[config.mk]
export PLATFORM = sky130hd
export DESIGN_NAME = rtcal_top
export DESIGN_NICKNAME = d
export VERILOG_FILES = /design/src/hw/rtcal_pkg.sv /design/src/hw/rtcal_cal.sv /design/src/hw/rtcal_match.sv /design/src/hw/rtcal_top.sv
export SDC_FILE = /design/constraint.sdc
export NUM_CORES = 1
export LEC_CHECK = 0
export BUFFER_PORTS_ARGS = -buffer_cell sky130_fd_sc_hd__buf_2
export CORE_MARGIN = 2
export CORE_UTILIZATION = 50
export DETAILED_ROUTE_END_ITERATION = 6
export GPL_ROUTABILITY_DRIVEN = 1
export GPL_TIMING_DRIVEN = 0
export PLACE_DENSITY_LB_ADDON = 0.25
export SETUP_SLACK_MARGIN = 0.1
export SLEW_MARGIN = 0
export SYNTH_ARGS = -nofsm -noshare
export SYNTH_HDL_FRONTEND = slang
export SYNTH_SLANG_ARGS = --single-unit
[constraint.sdc]
create_clock -name sys_clk -period 5.7 [get_ports sys_clk]
set_input_delay 1.14 -clock sys_clk [delete_from_list [all_inputs] [get_ports sys_clk]]
set_output_delay 1.14 -clock sys_clk [all_outputs]
set_load 0.01 [all_outputs]
[src/hw/rtcal_pkg.sv]
// Purpose: shared constants for the clock alarm and calibration block
// Assumes: APB word registers, 16-bit data in the low bits
// Notes:   digit fields are BCD
package rtcal_pkg;
  // register byte offsets
  localparam logic [7:0] OFS_CFG_CAL   = 8'h00;
  localparam logic [7:0] OFS_ALM_CFG   = 8'h04;
  localparam logic [7:0] OFS_ALM_HIGH  = 8'h08;
  localparam logic [7:0] OFS_ALM_LOW   = 8'h0C;
  localparam logic [7:0] OFS_STATUS    = 8'h10;
  // alarm config / repeat fields
  localparam int ALM_EN_BIT    = 15;
  localparam int CHIME_BIT     = 14;
  localparam int MASK_LSB      = 10;
  localparam int PTR_LSB       = 8;
  // configuration / calibration fields
  localparam int CLK_ON_BIT    = 15;
  localparam int UNLOCK_BIT    = 13;
  // field masks of the three value registers
  localparam logic [15:0] MTHDY_MASK   = 16'h1F3F;
  localparam logic [15:0] WDHR_MASK    = 16'h073F;
  localparam logic [15:0] MINSEC_MASK  = 16'h7F7F;
  localparam logic [1:0]  PTR_MTHDY    = 2'h2;
  localparam logic [1:0]  PTR_WDHR     = 2'h1;
  localparam logic [1:0]  PTR_MINSEC   = 2'h0;
  localparam logic [7:0]  RPT_MAX      = 8'hFF;
  // pulses per calibration step
  localparam int CAL_STEP_PULSES = 4;
  localparam int CAL_SHIFT       = 2;
  // interval codes
  localparam logic [3:0] IV_HALF = 4'h0;
  localparam logic [3:0] IV_SEC  = 4'h1;
  localparam logic [3:0] IV_10S  = 4'h2;
  localparam logic [3:0] IV_MIN  = 4'h3;
  localparam logic [3:0] IV_10M  = 4'h4;
  localparam logic [3:0] IV_HOUR = 4'h5;
  localparam logic [3:0] IV_DAY  = 4'h6;
  localparam logic [3:0] IV_WEEK = 4'h7;
  localparam logic [3:0] IV_MON  = 4'h8;
  localparam logic [3:0] IV_YEAR = 4'h9;
endpackage

[src/hw/rtcal_cal.sv]
// Purpose: once-a-minute calibration amount
// Assumes: minute_tick is a one-cycle pulse
// Notes:   emits signed pulse count for the timer counter
module rtcal_cal (
  input  wire logic              sys_clk,
  input  wire logic              nrst,
  input  wire logic              minute_tick,
  input  wire logic [7:0]        cal_value,
  output logic                   adj_valid,
  output logic signed [9:0]      adj_pulses
);
  typedef struct packed {
    logic              valid;
    logic signed [9:0] pulses;
  } rtcal_cal_t;
  rtcal_cal_t s_q;
  rtcal_cal_t s_d;
  // scale by four, sign kept: 80h gives -512
  always_comb begin
    s_d        = s_q;
    s_d.valid  = minute_tick; // RQ5
    if (minute_tick) begin
      s_d.pulses = {{2{cal_value[7]}}, cal_value} <<< rtcal_pkg::CAL_SHIFT; // RQ6 RQ20
    end
  end
  always_ff @(posedge sys_clk or negedge nrst) begin
    if (!nrst) begin
      s_q <= '0;
    end else begin
      s_q <= s_d;
    end
  end
  assign adj_valid  = s_q.valid;
  assign adj_pulses = s_q.pulses;
  a_cal_scale: assert property (@(posedge sys_clk) disable iff (!nrst)
    minute_tick |=> adj_valid && adj_pulses == $signed({{2{$past(cal_value[7])}}, $past(cal_value)}) * 4) // RQ5
    else $error("calibration amount not four times value");
  a_cal_neg_max: assert property (@(posedge sys_clk) disable iff (!nrst)
    (minute_tick && cal_value == 8'h80) |=> adj_pulses == 10'sh200) // RQ20
    else $error("max negative code not minus 512");
  a_cal_zero: assert property (@(posedge sys_clk) disable iff (!nrst)
    (minute_tick && cal_value == 8'h00) |=> adj_pulses == 10'sd0) // RQ6
    else $error("zero code applied an adjustment");
endmodule

[src/hw/rtcal_match.sv]
// Purpose: alarm digit comparison for the selected interval
// Assumes: time and alarm digits given as packed BCD words
// Notes:   purely combinational
module rtcal_match (
  input  wire logic [3:0]  interval_sel,
  input  wire logic [15:0] alm_mthdy,
  input  wire logic [15:0] alm_wdhr,
  input  wire logic [15:0] alm_minsec,
  input  wire logic [15:0] now_mthdy,
  input  wire logic [15:0] now_wdhr,
  input  wire logic [15:0] now_minsec,
  output logic             hit
);
  logic s1;
  logic s10;
  logic m1;
  logic m10;
  logic hr;
  logic wd;
  logic dy;
  logic mo;
  // per-digit equality
  assign s1  = alm_minsec[3:0] == now_minsec[3:0];
  assign s10 = alm_minsec[6:4] == now_minsec[6:4];
  assign m1  = alm_minsec[11:8] == now_minsec[11:8];
  assign m10 = alm_minsec[14:12] == now_minsec[14:12];
  assign hr  = alm_wdhr[5:0] == now_wdhr[5:0];
  assign wd  = alm_wdhr[10:8] == now_wdhr[10:8];
  assign dy  = alm_mthdy[5:0] == now_mthdy[5:0];
  assign mo  = alm_mthdy[12:8] == now_mthdy[12:8];
  // select digits by interval; feb 29 only matches when it occurs
  always_comb begin
    unique case (interval_sel)
      rtcal_pkg::IV_HALF: hit = 1'b1; // RQ9
      rtcal_pkg::IV_SEC:  hit = 1'b1;
      rtcal_pkg::IV_10S:  hit = s1;
      rtcal_pkg::IV_MIN:  hit = s1 & s10;
      rtcal_pkg::IV_10M:  hit = s1 & s10 & m1;
      rtcal_pkg::IV_HOUR: hit = s1 & s10 & m1 & m10;
      rtcal_pkg::IV_DAY:  hit = s1 & s10 & m1 & m10 & hr;
      rtcal_pkg::IV_WEEK: hit = s1 & s10 & m1 & m10 & hr & wd;
      rtcal_pkg::IV_MON:  hit = s1 & s10 & m1 & m10 & hr & dy;
      rtcal_pkg::IV_YEAR: hit = s1 & s10 & m1 & m10 & hr & dy & mo; // RQ10
      default:            hit = 1'b0;
    endcase
  end
endmodule

[src/hw/rtcal_top.sv]
// Purpose: alarm and calibration part of a real-time clock unit
// Assumes: time digits and ticks arrive synchronous to sys_clk
// Notes:   APB slave, 16-bit registers in low half of each word
// What this block does
// RQ1 - month/day alarm digits, unused bits zero
// RQ2 - weekday/hour alarm digits, unused bits zero
// RQ3 - minute/second alarm digits, bits 15,7 zero
// RQ4 - month/day, weekday/hour writes need unlock
// RQ5 - signed calibration times four each minute
// RQ6 - each step is four clock pulses
// RQ7 - software writes calibration at safe times
// RQ8 - software writes alarm values while disabled
// RQ9 - interval field selects matched digits
// RQ10 - yearly feb 29 fires only when occurring
// RQ11 - zero repeat, no chime: one alarm
// RQ12 - decrement per alarm, final clears enable
// RQ13 - FFh gives 255 repeats
// RQ14 - chime wraps counter, enable stays
// RQ15 - interrupt request on every alarm
// RQ16 - alarm pulse toggles each event
// RQ17 - software changes values only when disabled
// RQ18 - software changes config when sync low
// RQ19 - window pointer decrements on high access
// RQ20 - 80h subtracts 512 pulses, zero nothing
// RQ21 - software avoids reserved interval codes
// RQ22 - match checked each half-second when enabled
// RQ23 - value registers load before enable
//
// The register addresses and the APB slave port were decided locally.
module rtcal_top (
  input  wire logic        sys_clk,
  input  wire logic        nrst,
  input  wire logic        psel,
  input  wire logic        penable,
  input  wire logic        pwrite,
  input  wire logic [7:0]  paddr,
  input  wire logic [31:0] pwdata,
  output logic [31:0]      prdata,
  output logic             pready,
  output logic             pslverr,
  input  wire logic        half_sec_tick,
  input  wire logic        minute_tick,
  input  wire logic        clock_rollover_sync_flag,
  input  wire logic [15:0] now_mthdy,
  input  wire logic [15:0] now_wdhr,
  input  wire logic [15:0] now_minsec,
  output logic             alarm_irq,
  output logic             alarm_pulse,
  output logic             cal_adj_valid,
  output logic signed [9:0] cal_adj_pulses
);
  typedef struct packed {
    logic [15:0] cfg_cal;
    logic        alarm_enable;
    logic        chime;
    logic [3:0]  alarm_interval_select;
    logic [1:0]  alarm_window_pointer;
    logic [7:0]  alarm_repeat_count;
    logic [15:0] alm_mthdy;
    logic [15:0] alm_wdhr;
    logic [15:0] alm_minsec;
    logic        irq;
    logic        pulse;
    logic [31:0] rdata;
  } rtcal_state_t;
  rtcal_state_t s_q;
  rtcal_state_t s_d;
  logic hit;
  logic wr;
  logic rd;
  logic mapped;
  logic event_now;
  logic [15:0] win_val;
  logic [15:0] cfg_word;
  logic clock_write_unlock;

  // unmasked value read through the pointer, high and low halves
  function automatic logic [15:0] win_read(input logic [1:0] ptr, input logic [15:0] md,
                                           input logic [15:0] wh, input logic [15:0] ms);
    unique case (ptr)
      rtcal_pkg::PTR_MTHDY:  win_read = md;
      rtcal_pkg::PTR_WDHR:   win_read = wh;
      rtcal_pkg::PTR_MINSEC: win_read = ms;
      default:               win_read = 16'h0000;
    endcase
  endfunction

  rtcal_match u_match (
    .interval_sel (s_q.alarm_interval_select),
    .alm_mthdy    (s_q.alm_mthdy),
    .alm_wdhr     (s_q.alm_wdhr),
    .alm_minsec   (s_q.alm_minsec),
    .now_mthdy    (now_mthdy),
    .now_wdhr     (now_wdhr),
    .now_minsec   (now_minsec),
    .hit          (hit)
  );

  rtcal_cal u_cal (
    .sys_clk     (sys_clk),
    .nrst        (nrst),
    .minute_tick (minute_tick && s_q.cfg_cal[rtcal_pkg::CLK_ON_BIT]),
    .cal_value   (s_q.cfg_cal[7:0]),
    .adj_valid   (cal_adj_valid),
    .adj_pulses  (cal_adj_pulses)
  );

  // bus decode, zero-wait answer
  assign wr     = psel && penable && pwrite;
  assign rd     = psel && penable && !pwrite;
  assign mapped = paddr == rtcal_pkg::OFS_CFG_CAL || paddr == rtcal_pkg::OFS_ALM_CFG ||
                  paddr == rtcal_pkg::OFS_ALM_HIGH || paddr == rtcal_pkg::OFS_ALM_LOW ||
                  paddr == rtcal_pkg::OFS_STATUS;
  assign clock_write_unlock = s_q.cfg_cal[rtcal_pkg::UNLOCK_BIT];
  assign event_now = s_q.alarm_enable && half_sec_tick && hit; // RQ22
  assign win_val   = win_read(s_q.alarm_window_pointer, s_q.alm_mthdy, s_q.alm_wdhr, s_q.alm_minsec);
  assign cfg_word  = {s_q.alarm_enable, s_q.chime, s_q.alarm_interval_select,
                      s_q.alarm_window_pointer, s_q.alarm_repeat_count};

  // next state: bus writes then alarm events, hardware wins
  always_comb begin
    s_d     = s_q;
    s_d.irq = 1'b0;
    if (wr) begin
      unique case (paddr)
        rtcal_pkg::OFS_CFG_CAL: s_d.cfg_cal = pwdata[15:0];
        rtcal_pkg::OFS_ALM_CFG: begin
          s_d.alarm_enable          = pwdata[rtcal_pkg::ALM_EN_BIT];
          s_d.chime                 = pwdata[rtcal_pkg::CHIME_BIT];
          s_d.alarm_interval_select = pwdata[13:10];
          s_d.alarm_window_pointer  = pwdata[9:8];
          s_d.alarm_repeat_count    = pwdata[7:0];
        end
        rtcal_pkg::OFS_ALM_HIGH: begin
          unique case (s_q.alarm_window_pointer)
            rtcal_pkg::PTR_MTHDY: if (clock_write_unlock) begin // RQ4
              s_d.alm_mthdy[15:8] = pwdata[15:8] & rtcal_pkg::MTHDY_MASK[15:8]; // RQ1
            end
            rtcal_pkg::PTR_WDHR: if (clock_write_unlock) begin // RQ4
              s_d.alm_wdhr[15:8] = pwdata[15:8] & rtcal_pkg::WDHR_MASK[15:8]; // RQ2
            end
            rtcal_pkg::PTR_MINSEC: s_d.alm_minsec[15:8] = pwdata[15:8] & rtcal_pkg::MINSEC_MASK[15:8]; // RQ3
            default: s_d.alm_minsec = s_q.alm_minsec;
          endcase
        end
        rtcal_pkg::OFS_ALM_LOW: begin
          unique case (s_q.alarm_window_pointer)
            rtcal_pkg::PTR_MTHDY: if (clock_write_unlock) begin // RQ4
              s_d.alm_mthdy[7:0] = pwdata[7:0] & rtcal_pkg::MTHDY_MASK[7:0]; // RQ1
            end
            rtcal_pkg::PTR_WDHR: if (clock_write_unlock) begin // RQ4
              s_d.alm_wdhr[7:0] = pwdata[7:0] & rtcal_pkg::WDHR_MASK[7:0]; // RQ2
            end
            rtcal_pkg::PTR_MINSEC: s_d.alm_minsec[7:0] = pwdata[7:0] & rtcal_pkg::MINSEC_MASK[7:0]; // RQ3
            default: s_d.alm_minsec = s_q.alm_minsec;
          endcase
        end
        default: s_d.cfg_cal = s_q.cfg_cal;
      endcase
    end
    // pointer steps down on any high-half access, sticks at zero
    if ((wr || rd) && paddr == rtcal_pkg::OFS_ALM_HIGH && s_q.alarm_window_pointer != 2'h0) begin
      s_d.alarm_window_pointer = s_q.alarm_window_pointer - 2'h1; // RQ19
    end
    // alarm event: irq, toggle, repeat count
    if (event_now) begin
      s_d.irq   = 1'b1; // RQ15
      s_d.pulse = !s_q.pulse; // RQ16
      if (s_q.alarm_repeat_count != 8'h00) begin
        s_d.alarm_repeat_count = s_q.alarm_repeat_count - 8'h01; // RQ12 RQ13
      end else if (s_q.chime) begin
        s_d.alarm_repeat_count = rtcal_pkg::RPT_MAX; // RQ14
      end else begin
        s_d.alarm_enable = 1'b0; // RQ11 RQ12
      end
    end
    // read data
    s_d.rdata = 32'h0000_0000;
    if (rd) begin
      unique case (paddr)
        rtcal_pkg::OFS_CFG_CAL:  s_d.rdata = {16'h0000, s_q.cfg_cal};
        rtcal_pkg::OFS_ALM_CFG:  s_d.rdata = {16'h0000, cfg_word};
        rtcal_pkg::OFS_ALM_HIGH: s_d.rdata = {16'h0000, win_val[15:8], 8'h00};
        rtcal_pkg::OFS_ALM_LOW:  s_d.rdata = {24'h000000, win_val[7:0]};
        rtcal_pkg::OFS_STATUS:   s_d.rdata = {30'h0, s_q.pulse, clock_rollover_sync_flag};
        default:                 s_d.rdata = 32'h0000_0000;
      endcase
    end
  end

  // value registers power up unknown; all other state resets
  always_ff @(posedge sys_clk or negedge nrst) begin
    if (!nrst) begin
      s_q.cfg_cal               <= 16'h0000;
      s_q.alarm_enable          <= 1'b0;
      s_q.chime                 <= 1'b0;
      s_q.alarm_interval_select <= 4'h0;
      s_q.alarm_window_pointer  <= 2'h0;
      s_q.alarm_repeat_count    <= 8'h00;
      s_q.irq                   <= 1'b0;
      s_q.pulse                 <= 1'b0;
      s_q.rdata                 <= 32'h0000_0000;
    end else begin
      s_q <= s_d; // RQ23
    end
  end

  // read data is combinational in access phase, registered copy held for one cycle after it
  assign prdata      = rd ? s_d.rdata : s_q.rdata;
  assign pready      = 1'b1;
  assign pslverr     = psel && penable && !mapped;
  assign alarm_irq   = s_q.irq;
  assign alarm_pulse = s_q.pulse;

  a_irq_per_event: assert property (@(posedge sys_clk) disable iff (!nrst)
    event_now |=> alarm_irq) // RQ15
    else $error("alarm event without interrupt");
  a_pulse_toggle: assert property (@(posedge sys_clk) disable iff (!nrst)
    event_now |=> alarm_pulse != $past(alarm_pulse)) // RQ16
    else $error("alarm pulse did not toggle");
  a_pulse_hold: assert property (@(posedge sys_clk) disable iff (!nrst)
    !event_now |=> $stable(alarm_pulse)) // RQ16
    else $error("alarm pulse moved without event");
  a_last_disables: assert property (@(posedge sys_clk) disable iff (!nrst)
    (event_now && s_q.alarm_repeat_count == 8'h00 && !s_q.chime && !wr) |=> !s_q.alarm_enable) // RQ11
    else $error("final alarm left enable set");
  a_chime_wrap: assert property (@(posedge sys_clk) disable iff (!nrst)
    (event_now && s_q.alarm_repeat_count == 8'h00 && s_q.chime && !wr)
      |=> s_q.alarm_enable && s_q.alarm_repeat_count == 8'hFF) // RQ14
    else $error("chime did not wrap repeat count");
  a_repeat_dec: assert property (@(posedge sys_clk) disable iff (!nrst)
    (event_now && s_q.alarm_repeat_count != 8'h00 && !wr)
      |=> s_q.alarm_repeat_count == $past(s_q.alarm_repeat_count) - 8'h01 && s_q.alarm_enable) // RQ12
    else $error("repeat count not decremented");
  a_lock_mthdy: assert property (@(posedge sys_clk) disable iff (!nrst)
    (wr && !clock_write_unlock && s_q.alarm_window_pointer == 2'h2) |=> $stable(s_q.alm_mthdy)) // RQ4
    else $error("locked month day write took effect");
  a_ptr_step: assert property (@(posedge sys_clk) disable iff (!nrst)
    ((wr || rd) && paddr == 8'h08 && s_q.alarm_window_pointer == 2'h2)
      |=> s_q.alarm_window_pointer == 2'h1) // RQ19
    else $error("window pointer did not step down");
  a_no_event_off: assert property (@(posedge sys_clk) disable iff (!nrst)
    (!s_q.alarm_enable) |=> !alarm_irq) // RQ22
    else $error("interrupt while alarm disabled");
  a_lock_wdhr: assert property (@(posedge sys_clk) disable iff (!nrst)
    (wr && !clock_write_unlock && s_q.alarm_window_pointer == rtcal_pkg::PTR_WDHR)
      |=> $stable(s_q.alm_wdhr)) // RQ4
    else $error("locked weekday hour write took effect");
  a_ptr_floor: assert property (@(posedge sys_clk) disable iff (!nrst)
    ((wr || rd) && paddr == rtcal_pkg::OFS_ALM_HIGH && s_q.alarm_window_pointer == 2'h0)
      |=> s_q.alarm_window_pointer == 2'h0) // RQ19
    else $error("window pointer went below zero");
  a_cal_gated: assert property (@(posedge sys_clk) disable iff (!nrst)
    (minute_tick && !s_q.cfg_cal[rtcal_pkg::CLK_ON_BIT]) |=> !cal_adj_valid) // RQ5
    else $error("calibration applied while clock off");
endmodule

## Yosys cells after proc, flatten, opt, wreduce, memory -nomap -nowiden

Index checks and enable logic that the tools add are counted.

| storage, ports and cells | value |
|---|---|
| flip-flop bits (word level) | 111 |
| bits of input ports | 96 |
| word-level logic and storage cells | 115 |

| operators by class | value |
|---|---|
| add/subtract/negate cells | 2 |
| equal/unequal tests | 23 |
| multiplexer cells | 30 |
| bitwise operators | 9 |
| reductions and logical operators | 34 |

Operators by type and width:

| cell | count |
|---|---|
| 2-to-1 mux 8 bit | 10 |
| one-hot mux 16 bit (5 select lines) | 1 |
| 2-to-1 mux 64 bit | 1 |
| one-hot mux 16 bit (3 select lines) | 1 |
| 2-to-1 mux 16 bit | 2 |
| 2-to-1 mux 32 bit | 1 |
| one-hot mux 16 bit (2 select lines) | 1 |
| AND reduction 5 bit | 6 |
| 2-to-1 mux 6 bit | 4 |
| == test 4 x 3 -> 1 bit (second input constant) | 4 |
| == test 8 x 4 -> 1 bit (second input constant) | 2 |
| == test 6 bit | 2 |
| 2-to-1 mux 5 bit | 2 |
| == test 3 bit | 3 |
| logical AND 1 bit | 9 |
| one-hot mux 1 bit (9 select lines) | 1 |
| == test 4 x 2 -> 1 bit (second input constant) | 2 |
| == test 4 bit | 2 |
| == test 4 bit (second input constant) | 2 |
| == test 8 x 3 -> 1 bit (second input constant) | 1 |
| == test 8 x 5 -> 1 bit (second input constant) | 1 |
| logical NOT 8 bit | 1 |
| nonzero test 8 bit | 1 |
| subtractor 8 x 1 -> 8 bit (second input constant) | 1 |
| other kinds (17) | 37 |

## Logic depth before layout (Yosys ltp)

Gate-level depths: netlist of the first run.

| logic depth | value |
|---|---|
| depth after elaboration | 10 |
| gate-level depth with buffers | 10 |
| depth with buffers taken out | 9 |

## Modules after synthesis

Synthesis of the first run repeated with hierarchy kept, for this count alone.

| second synthesis, totals | value |
|---|---|
| cell total of the unflattened synthesis | 420 |
| area, all modules | 5033.6 sq um |

Modules (own cells, without submodules):

| module | times used | cells an instance | area an instance (sq um) |
|---|---|---|---|
| rtcal_top | 1 | 343 | 4220.3 |
| rtcal_match | 1 | 56 | 437.9 |
| rtcal_cal | 1 | 21 | 375.4 |

## Worst setup path before layout of the first run

OpenSTA, ideal clock, no wires.

| path | value |
|---|---|
| path type | input -> output |
| start point | input paddr[3] |
| end point | output prdata[13] |
| arrival time | 2754 ps |
| data required time | 4560 ps |
| setup slack | 1806 ps |
| stages on the path | 8 |
| buffers on the path | 3 |
| path through | buf_2 > nor4_4 > a21oi_1 > or3_1 > clkbuf_1 > clkbuf_1 > nor2_1 > a21o_1 |

RTL lines:

| element | line | text |
|---|---|---|
| start, declared | rtcal_top.sv:36 | `input wire logic [7:0] paddr,` |
| end, declared | rtcal_top.sv:38 | `output logic [31:0] prdata,` |

==> results of run 1 <==
-- where the power goes --
part	switching (uW)	total, uW	internal [uW]
clock network	220	383	163
registers	6.59	703	697
logic	69.5	123	53.2
-- cell type report --
cell class | instances | area [sq um]
Buffer | 39 | 236
Clock buffer | 14 | 146
Clock inverter | 2 | 10.0
Fill cell | 837 | 3920
Inverter | 9 | 33.8
Multi-Input combinational cell | 326 | 2220
Sequential cell | 93 | 2500
Tap cell | 133 | 166
Timing Repair Buffer | 91 | 458
-- worst max-delay path by stage --
stage,start,to,slack [ns],cells past startpoint
3_5_place_dp,paddr[5],prdata[6],1.24,9
6_report,paddr[5],prdata[6],1.24,9
3_3_place_gp,paddr[5],prdata[6],1.28,9
4_1_cts,paddr[5],prdata[6],1.24,9
2_1_floorplan,paddr[3],prdata[13],1.81,8
5_1_grt,paddr[5],prdata[6],1.08,9
-- through the flow --
step | std cells | total power, uW | hold slack, ns | setup WS (ns) | cell area, sq um
2_1_floorplan | 467 | 781 | 0.481 | 1.81 | 4990
3_3_place_gp | 691 | 838 | 0.474 | 1.28 | 5610
3_5_place_dp | 691 | 840 | 0.484 | 1.24 | 5610
4_1_cts | 707 | 1210 | 0.499 | 1.24 | 5770
5_1_grt | 707 | 1260 | 0.520 | 1.08 | 5770
6_report | 707 | 1210 | 0.497 | 1.24 | 5770
-- sequential cells by signal, indices dropped and copies added, names as in the netlist --
name and count:
alarm_irq 1, alarm_pulse 1, cfg_word 16, clock_write_unlock 1, s_q 65, u_cal.adj_pulses 8
u_cal.adj_valid 1
-- cell usage in the layout, fill, tap and decap left out, drive strengths merged, types with 7 or more instances in the layout --
master  synthesis  final
a222oi          9      9
a22oi          14     14
edfxtp         34     34
mux2           24     24
nand4           8      8
clkbuf         11     25
nor3            8      8
a21o           17     17
xor2           14     14
o21ai          18     18
nand3          11     11
nand2          40     40
buf            28    119
a21oi           7      7
and2           20     20
nor2           41     41
xnor2          21     21
conb            2     19
inv             9      9
dfrtp          59     59
-- metal layers --
layer  wire length (um)  global-route usage [%]  vias to the layer above
met5                  0                       0                        -
met4                224                    8.10                        0
met3                710                    4.37                       19
met2               6170                    41.9                      125
met1               5280                    31.9                     1868
li1                   -                       -                     1824
-- cells by family (layout without fill, tap and decap cells) --
logic type / after synthesis / in the layout
AOI/OAI and AO/OA: 88 / 88
and+or+nand+nor: 152 / 152
other: 2 / 19
buffers and inverters: 48 / 155
DFF: 93 / 93
xor gates and xnor gates: 35 / 35
adders and majority gates: 6 / 6
muxes: 26 / 26
==> run summary, run 1 <==
In this run the count of I/O pins placed on the die edge is 143. The root buffer cell is clkbuf_8. The post-synthesis mux area share came out at 5.89%. Routability-driven placement finished with a final weighted congestion of 0.890.

Yosys instantiated no cell more often than dfrtp_1. The total wire length after detailed routing is about 12 mm. Counting cells, the worst reg-to-reg path comes to 6. The fmax is roughly 220 MHz. The count of buffer and inverter cells on the critical path is 2. Among all flip-flop cells after synthesis, the most frequent one is dfrtp_1. The slew at the pin closest to its max-slew limit came out at just under 0.8 ns. The cell area after synthesis is just under 0.005 sq mm.

Along the worst hold path, the cell count comes to 1. The number of iterations in the first detailed-routing pass is 5. The floorplan step defined a die boundary enclosing between 0.01 and 0.015 sq mm. The kind of capture point of the worst setup path is an output pin.

Across the VDD grid, the largest voltage drop is 114 uV. The endpoint required time on the critical path came out at between 4 and 5 ns. The hold path startpoint is alarm_pulse. The die is 103 um wide.

The maximum count of clock buffers along a single path came out at 2. The number of design rule violations left after detail routing came out at 0. The area share of the largest cell type after synthesis is about 30%. The final sum of negative setup slack is 0 ns. The final HPWL from detailed placement came out at roughly 9.6 mm. The fraction of the yosys area taken by sequential cells came out at about 51%.

The average footprint of a synthesized cell came out at 10.9 sq um. The synthesized instance count came out at 450. The classification of the worst-slack hold path is flip-flop to flip-flop. After synthesis the netlist holds a flip-flop and latch count of 93. On the critical path, the stage with the largest delay is an instance of nor2_1. The total of cells resized after clock tree synthesis came out at 0.

The count of max-cap constraint violations came out at 0. In the post-synthesis netlist, the biggest area contributors are dfrtp_1 (30%), edfxtp_1 (21%), mux2_2 (5.5%). For this run, the slowest stage of the critical path takes roughly 0.5 ns. The total vias in the final route is ~3800.

The insertion delay to the later sink of the worst-skew pair is around 0.36 ns. The share of synthesized cell area in full adder, half adder and majority cells is 1.52%. The initial utilization of the core area, before any placement, comes to 50.9%. The ratio of total power to cell area is 210 mW/mm^2. STA puts the critical path data arrival time at 3.32 ns. The critical path is of the input port to output pin type.

The count of input and output buffers is around 90. For this run, the number of Yosys warnings is 0. Of all flip-flops after synthesis, the portion carrying an async set or reset was about 63%.

The worst setup slack for register-to-register paths came out at 3.05 ns. Setup repair after global routing left no endpoint under its margin. In the final design database the tool counted 671 nets. For the final database, setup skew stands at 0.0131 ns. Walking the worst path, the cells encountered are buf_2 > or3_1 > nor2_2 > nand2_1 > nor2_1 > nand3_1 > a21oi_1 > a21o_1 > buf_2. The ratio of cells with drive above 1 in the final layout is between 20 and 30%. The via-per-instance ratio is about 5.4. The clock net sink count came out at between 90 and 100. The post-synthesis share of cell area spent on and, or, nand and nor gates came out at around 17%. The cell type with the highest aggregate area in the netlist is dfrtp_1.

Entering global routing, the biggest net connects 63 pins. In this run the remaining antenna-violating nets after routing total 0. The worst pin sits at a relative slew slack of about half. The worst setup path is launched from an input port. The global route total overflow came out at 0.

In this design, the largest share of critical-path delay is due to simple AND/OR/NAND/NOR gates. Sorting the synthesized cells by how often they occur yields dfrtp_1 (59), nor2_1 (38), nand2_1 (37). The clock-pin slew on the worst setup and hold paths is 0.08 ns. The area growth from synthesis to final layout is 17.1%. The compound-gate portion of the synthesized area is between 10% and 20%. The max-slew violation count came out at 0.

The capture instance of the worst register-to-register path is s_q[37]. The floorplan core area is 0.00968 sq mm. 0 antenna diodes ended up in the layout. Across every metal layer, demand over resource in global routing totals 24.5%. Measured along the y axis, the die boundary spans 103 um. The number of global-route vias before repair was 3797. In this run the core area contains 36 standard-cell rows. After synthesis, the largest family of logic cells by area is simple AND/OR/NAND/NOR gates. Counting distinct cell types in the post-synthesis netlist gives 59. TritonCTS built the clock tree. The number of buffers inserted during clock tree synthesis came out at 9. The maximum level of the CTS H-tree came out at 3. The end-of-flow core utilization came out at between 50% and 60%. The static leakage is about 0.0028 uW. After detailed routing, the average wire length per cell comes to 17.5 um.

In this run, synthesis inferred 34 flip-flops with an integrated enable. The number of hold violations in the final report came to 0. In this run the post-CTS setup repair buffer count came out at 0. The launch instance of the worst register-to-register path is cfg_word[8]. By instance count, the cell type seen most on the critical path is buf_2. The number of hold buffers added after CTS was 0. The path with the worst hold slack has its endpoint at alarm_pulse.

The count of endpoints failing setup in the final report came out at 0. The wire length of the first global-routing pass is 19.4 mm. The violation count after the first detailed-route iteration is approximately 270. The run finished with clean final reports. The number of antenna violations at the first check in global routing came out at 0. After layout, the worst path uses 78.2% of the clock period. Summing the areas of all xor and xnor instances in the mapped netlist gives between 6 and 7% of the synthesized area. The worst-path maximum fanout came out at 10.

Subtracting the final worst setup slack from the clock period gives about 4.5 ns.
(Power assumes the default switching activity.)
==> run 2: changes to the inputs <==
Settings changed: ABC_AREA from default to 1.
Clock period 5.7 ns to 4.25 ns, I/O delays scaled along.
==> run 2 against run 1 <==
Power increased by 44%. Global-route usage rose by 1.5 points. Non-clock buffer count decreased by 1. Routed wire length increased by 17%. Clock power grew 54%. Area after synthesis up 9.3%. Sequential share of layout area decreased by 3.6 points. Hold slack lost 0.0028 ns. Core utilization grew 1.1 points. Combinational power rose by 65%. Die area rose by 9.0%. Register-to-register slack worse by 1.5 ns.
==> run summary, run 2 <==
The number of antenna violations at the first check in global routing is 0 (unchanged). The number of hold buffers added after CTS came out at 0 (unchanged). The final sum of negative setup slack was 0 ns (unchanged). The slew at the pin closest to its max-slew limit came out at 1.06 ns (+0.283 ns). The number of global-route vias before repair is 4675 (+23%).

The number of warnings issued by yosys came out at 0 (unchanged). In the synthesized netlist, the cells that appear most often are nand2_1 (213), inv_1 (105), nor2_1 (62). The floorplan core area came out at 0.0104 sq mm (+7.1%). The number of I/O pins is 143 (unchanged).

The combined area of the multi-input logic cells came out at 0.00227 sq mm (+2.3%). The number of hold violations in the final report came out at 0 (unchanged). The pin count of the biggest net entering global routing came out at 61 (-3.2%). The ratio of cells with drive above 1 in the final layout is 22.0% (-7.6 points).

The wire length of the first global-routing pass is 22.9 mm (+18%). The post-synthesis share of cell area spent on and, or, nand and nor gates came out at 25.7% (+9.0 points). The root buffer cell is clkbuf_8. The count of buffer and inverter cells on the critical path came out at 3 (+1). The total vias in the final route is 4826 (+26%). The compound-gate portion of the synthesized area is 10.0% (-3.2 points). From synthesis to final layout, the design area changed by 16.9%.

The clock-pin slew on the worst setup and hold paths came out at 0.09 ns (about the same). The end-of-flow core utilization came to 60.7% (+1.1 points). Setup repair after global routing left no endpoint under its margin. The cell type of the slowest stage on the worst timing path is a211oi_1.

The average wire per cell in the routed design came to 15.2 um (-13%). The worst-case headroom to the max-slew limit is 28.8% (-19 points). The biggest area contributor in the post-synthesis netlist is dfrtp_1. The filler cell count is 983 (+17%). The overall routing resource usage came out at 26.0% (+1.5 points).

The total wire length after detailed routing is 14.5 mm (+17%). The xor-xnor portion of the synthesized cell area is 3.58% (-2.6 points). The number of design rule violations left after detail routing came out at 0 (unchanged). The synthesized instance count is 690 (+53%). The via-per-instance ratio came to 5.06 (-6.7%).

The final HPWL from detailed placement is 11.2 mm (+18%). For this run, the leading register cell type out of synthesis is dfrtp_1. The area of the die is 0.0116 sq mm (+9.0%). The ratio of total power to cell area is 276 mW/mm^2 (+32%).

The async set-or-reset flop fraction in the synthesized netlist came out at 63.4% (unchanged). The static leakage is 0.00331 uW (+19%). The site row count came out at 37 (+2.8%). The number of standard cells in the final layout excluding fillers is 953 (+35%). STA classifies the critical path startpoint as a flip-flop. The number of flops mapped to enable cells by yosys was 34 (unchanged). The total of cells resized after clock tree synthesis came out at 0 (unchanged). The width of the die came out at 108 um (+4.4%). The fmax is between 200 and 300 MHz.

The number of buffers inserted during clock tree synthesis was 9 (unchanged). The share of the clock period used by the worst path after layout is about four fifths. The count of endpoints failing setup in the final report is 0 (unchanged). The maximum level of the CTS H-tree is 3 (unchanged).

The worst setup path is captured at an output pin. The clock net sink count is 93 (unchanged). The net count of the finished layout is 914 (+36%).

The violation count after the first detailed-route iteration is 322 (+18%). By area, the combinational part of the netlist is dominated by simple AND/OR/NAND/NOR gates. The post-synthesis mux area share was 0% (-5.9 points). The endpoint required time on the critical path is 3.40 ns (-1.16 ns). The average footprint of a synthesized cell is 7.80 sq um (-29%). The number of iterations in the first detailed-routing pass was 5 (unchanged).

The number of register bits inferred by synthesis came out at 93 (unchanged). The final antenna-violating net count is 0 (unchanged). The post-CTS setup buffer count is 0 (unchanged). The insertion delay to the later sink of the worst-skew pair came out at 0.37 ns (about the same). The share of synthesized cell area in full adder, half adder and majority cells was 1.39% (-0.13 points). The max-slew violation count came out at 0 (unchanged). The overall power of the completed layout is 1740 uW (+44%). The setup slack after placement came out at 0.151 ns (-1.09 ns). The worst-path maximum fanout was 10 (unchanged). The setup path with the least slack is of type flip-flop to output pin. The worst setup margin is 0.835 ns (-0.407 ns). The routed design could run at a clock period as short as 3.42 ns. The cell count after placement is 936 (+35%). The worst-case vdd ir drop came out at 153 uV (+34%).

The dominant delay contributor by cell family on the critical path is compound AO/OA/AOI/OAI gates. The delay contributed by the slowest stage of the critical path was 0.47 ns (-0.03 ns). The area used by sequential logic in the layout is 0.00250 sq mm (unchanged). The count of input and output buffers came to 93 (+2.2%). The count of antenna diodes in the layout came to 0 (unchanged). The classification of the worst-slack hold path is flip-flop to flip-flop. Walking the worst path, the cells encountered are inv_1 > ha_1 > clkbuf_1 > nand2_1 > o211ai_1 > a211oi_1 > o21ai_1 > buf_2. The count of max-cap constraint violations was 0 (unchanged). The top cell types in the final layout, fill and taps aside, are nand2_1 (213), inv_1 (105), buf_2 (100). The global route total overflow is 0 (unchanged). The area share of the largest cell type after synthesis is 27.4% (-2.6 points).

The last weighted congestion value of the routability-driven placer came out at 0.916 (+2.9%). The worst path arrival time is 2.57 ns (-0.75 ns). The clock skew after layout is 0.0138 ns (+0.000673 ns). TritonCTS built the clock tree. The cell area after synthesis is 0.00538 sq mm (+9.3%). The fraction of the yosys area taken by sequential cells came out at 46.4% (-4.3 points). The flow ran to the end, and the final reports show no timing, DRC or antenna violations. Leaving out fill and tap cells, the most frequent cell in the layout is nand2_1. The die extent in y came out at 108 um (+4.4%). The number of distinct library cells after synthesis came out at 45 (-24%). The number of flip-flops under the largest register name came out at 65 (unchanged). Ranked by total cell area, the synthesized netlist is headed by dfrtp_1 (27%), edfxtp_1 (19%), nand2_1 (15%). Ranked by flip-flop count, first place goes to s_q.

Among all cell types in the netlist, the one instantiated most often is nand2_1. The maximum count of clock buffers along a single path is 2 (unchanged). The effective utilization at floorplan came to 51.9% (+1.1 points).
run 2: cell count changes in the layout (fill, tap and decap cells not counted), moves of 15 or more:
cell,change
mux2_2,-24
o21ai_0,+15
inv_1,+96
nand2_1,+176
and2_1,-18
nor2_1,+24
a21o_1,-16
run 2: per-layer routing:
metal,vias to the layer above,wire [um],track usage [%]
li1,2364,-,-
met1,2265,5990,33.8
met2,170,7280,44.6
met3,27,957,4.18
met4,0,282,8.15
met5,-,0,0
run 2: stage by stage:
stage	hold slack, ns	cell area, sq um
after global routing	0.519	6290
after CTS	0.499	6280
final	0.495	6290
after global placement	0.471	6080
after floorplan	0.453	5450
after detailed placement	0.477	6080
run 2: power by group:
| group | switching [uW] | total (uW) | internal, uW |
|---|---|---|---|
| logic | 126 | 203 | 77.4 |
| clock network | 324 | 590 | 266 |
| registers | 7.56 | 943 | 935 |
run 2: area by class of cell:
type	instances	share of cell area, %
clock buffer	12	2.64
timing repair buffer	94	7.51
buffer	35	3.80
sequential	93	39.7
inverter	119	7.10
clock inverter	4	0.477
multi-input combinational	460	36.1
tap	136	2.70
run 2: worst min-delay path, stage by stage (launching register included):
cell	delay, ns
dfrtp_1	0.35
nand2_1	0.05
o21ai_0	0.06
run 2: final timing paths:
kind | slack, ns | depth (start not counted) | start | end
worst max-delay path | 0.83 | 8 | cfg_word[8] | prdata[4]
worst min-delay path | 0.49 | 2 | u_cal.adj_pulses[8] | u_cal.adj_pulses[8]
worst max register to register | 1.50 | 5 | cfg_word[8] | s_q[39]
worst min register to register | 0.49 | 2 | u_cal.adj_pulses[8] | u_cal.adj_pulses[8]
max in group asynchronous | 3.17 | 1 | nrst | cfg_word[15]
min in group asynchronous | 0.54 | 1 | nrst | s_q[109]
run 2: kinds of logic after synthesis:
family,Yosys count
XOR/XNOR,22
other,2
buffers and inverters,154
adder cells (fa/ha/maj),6
AO/OA/AOI/OAI,86
flip-flops,93
AND/OR/NAND/NOR,327
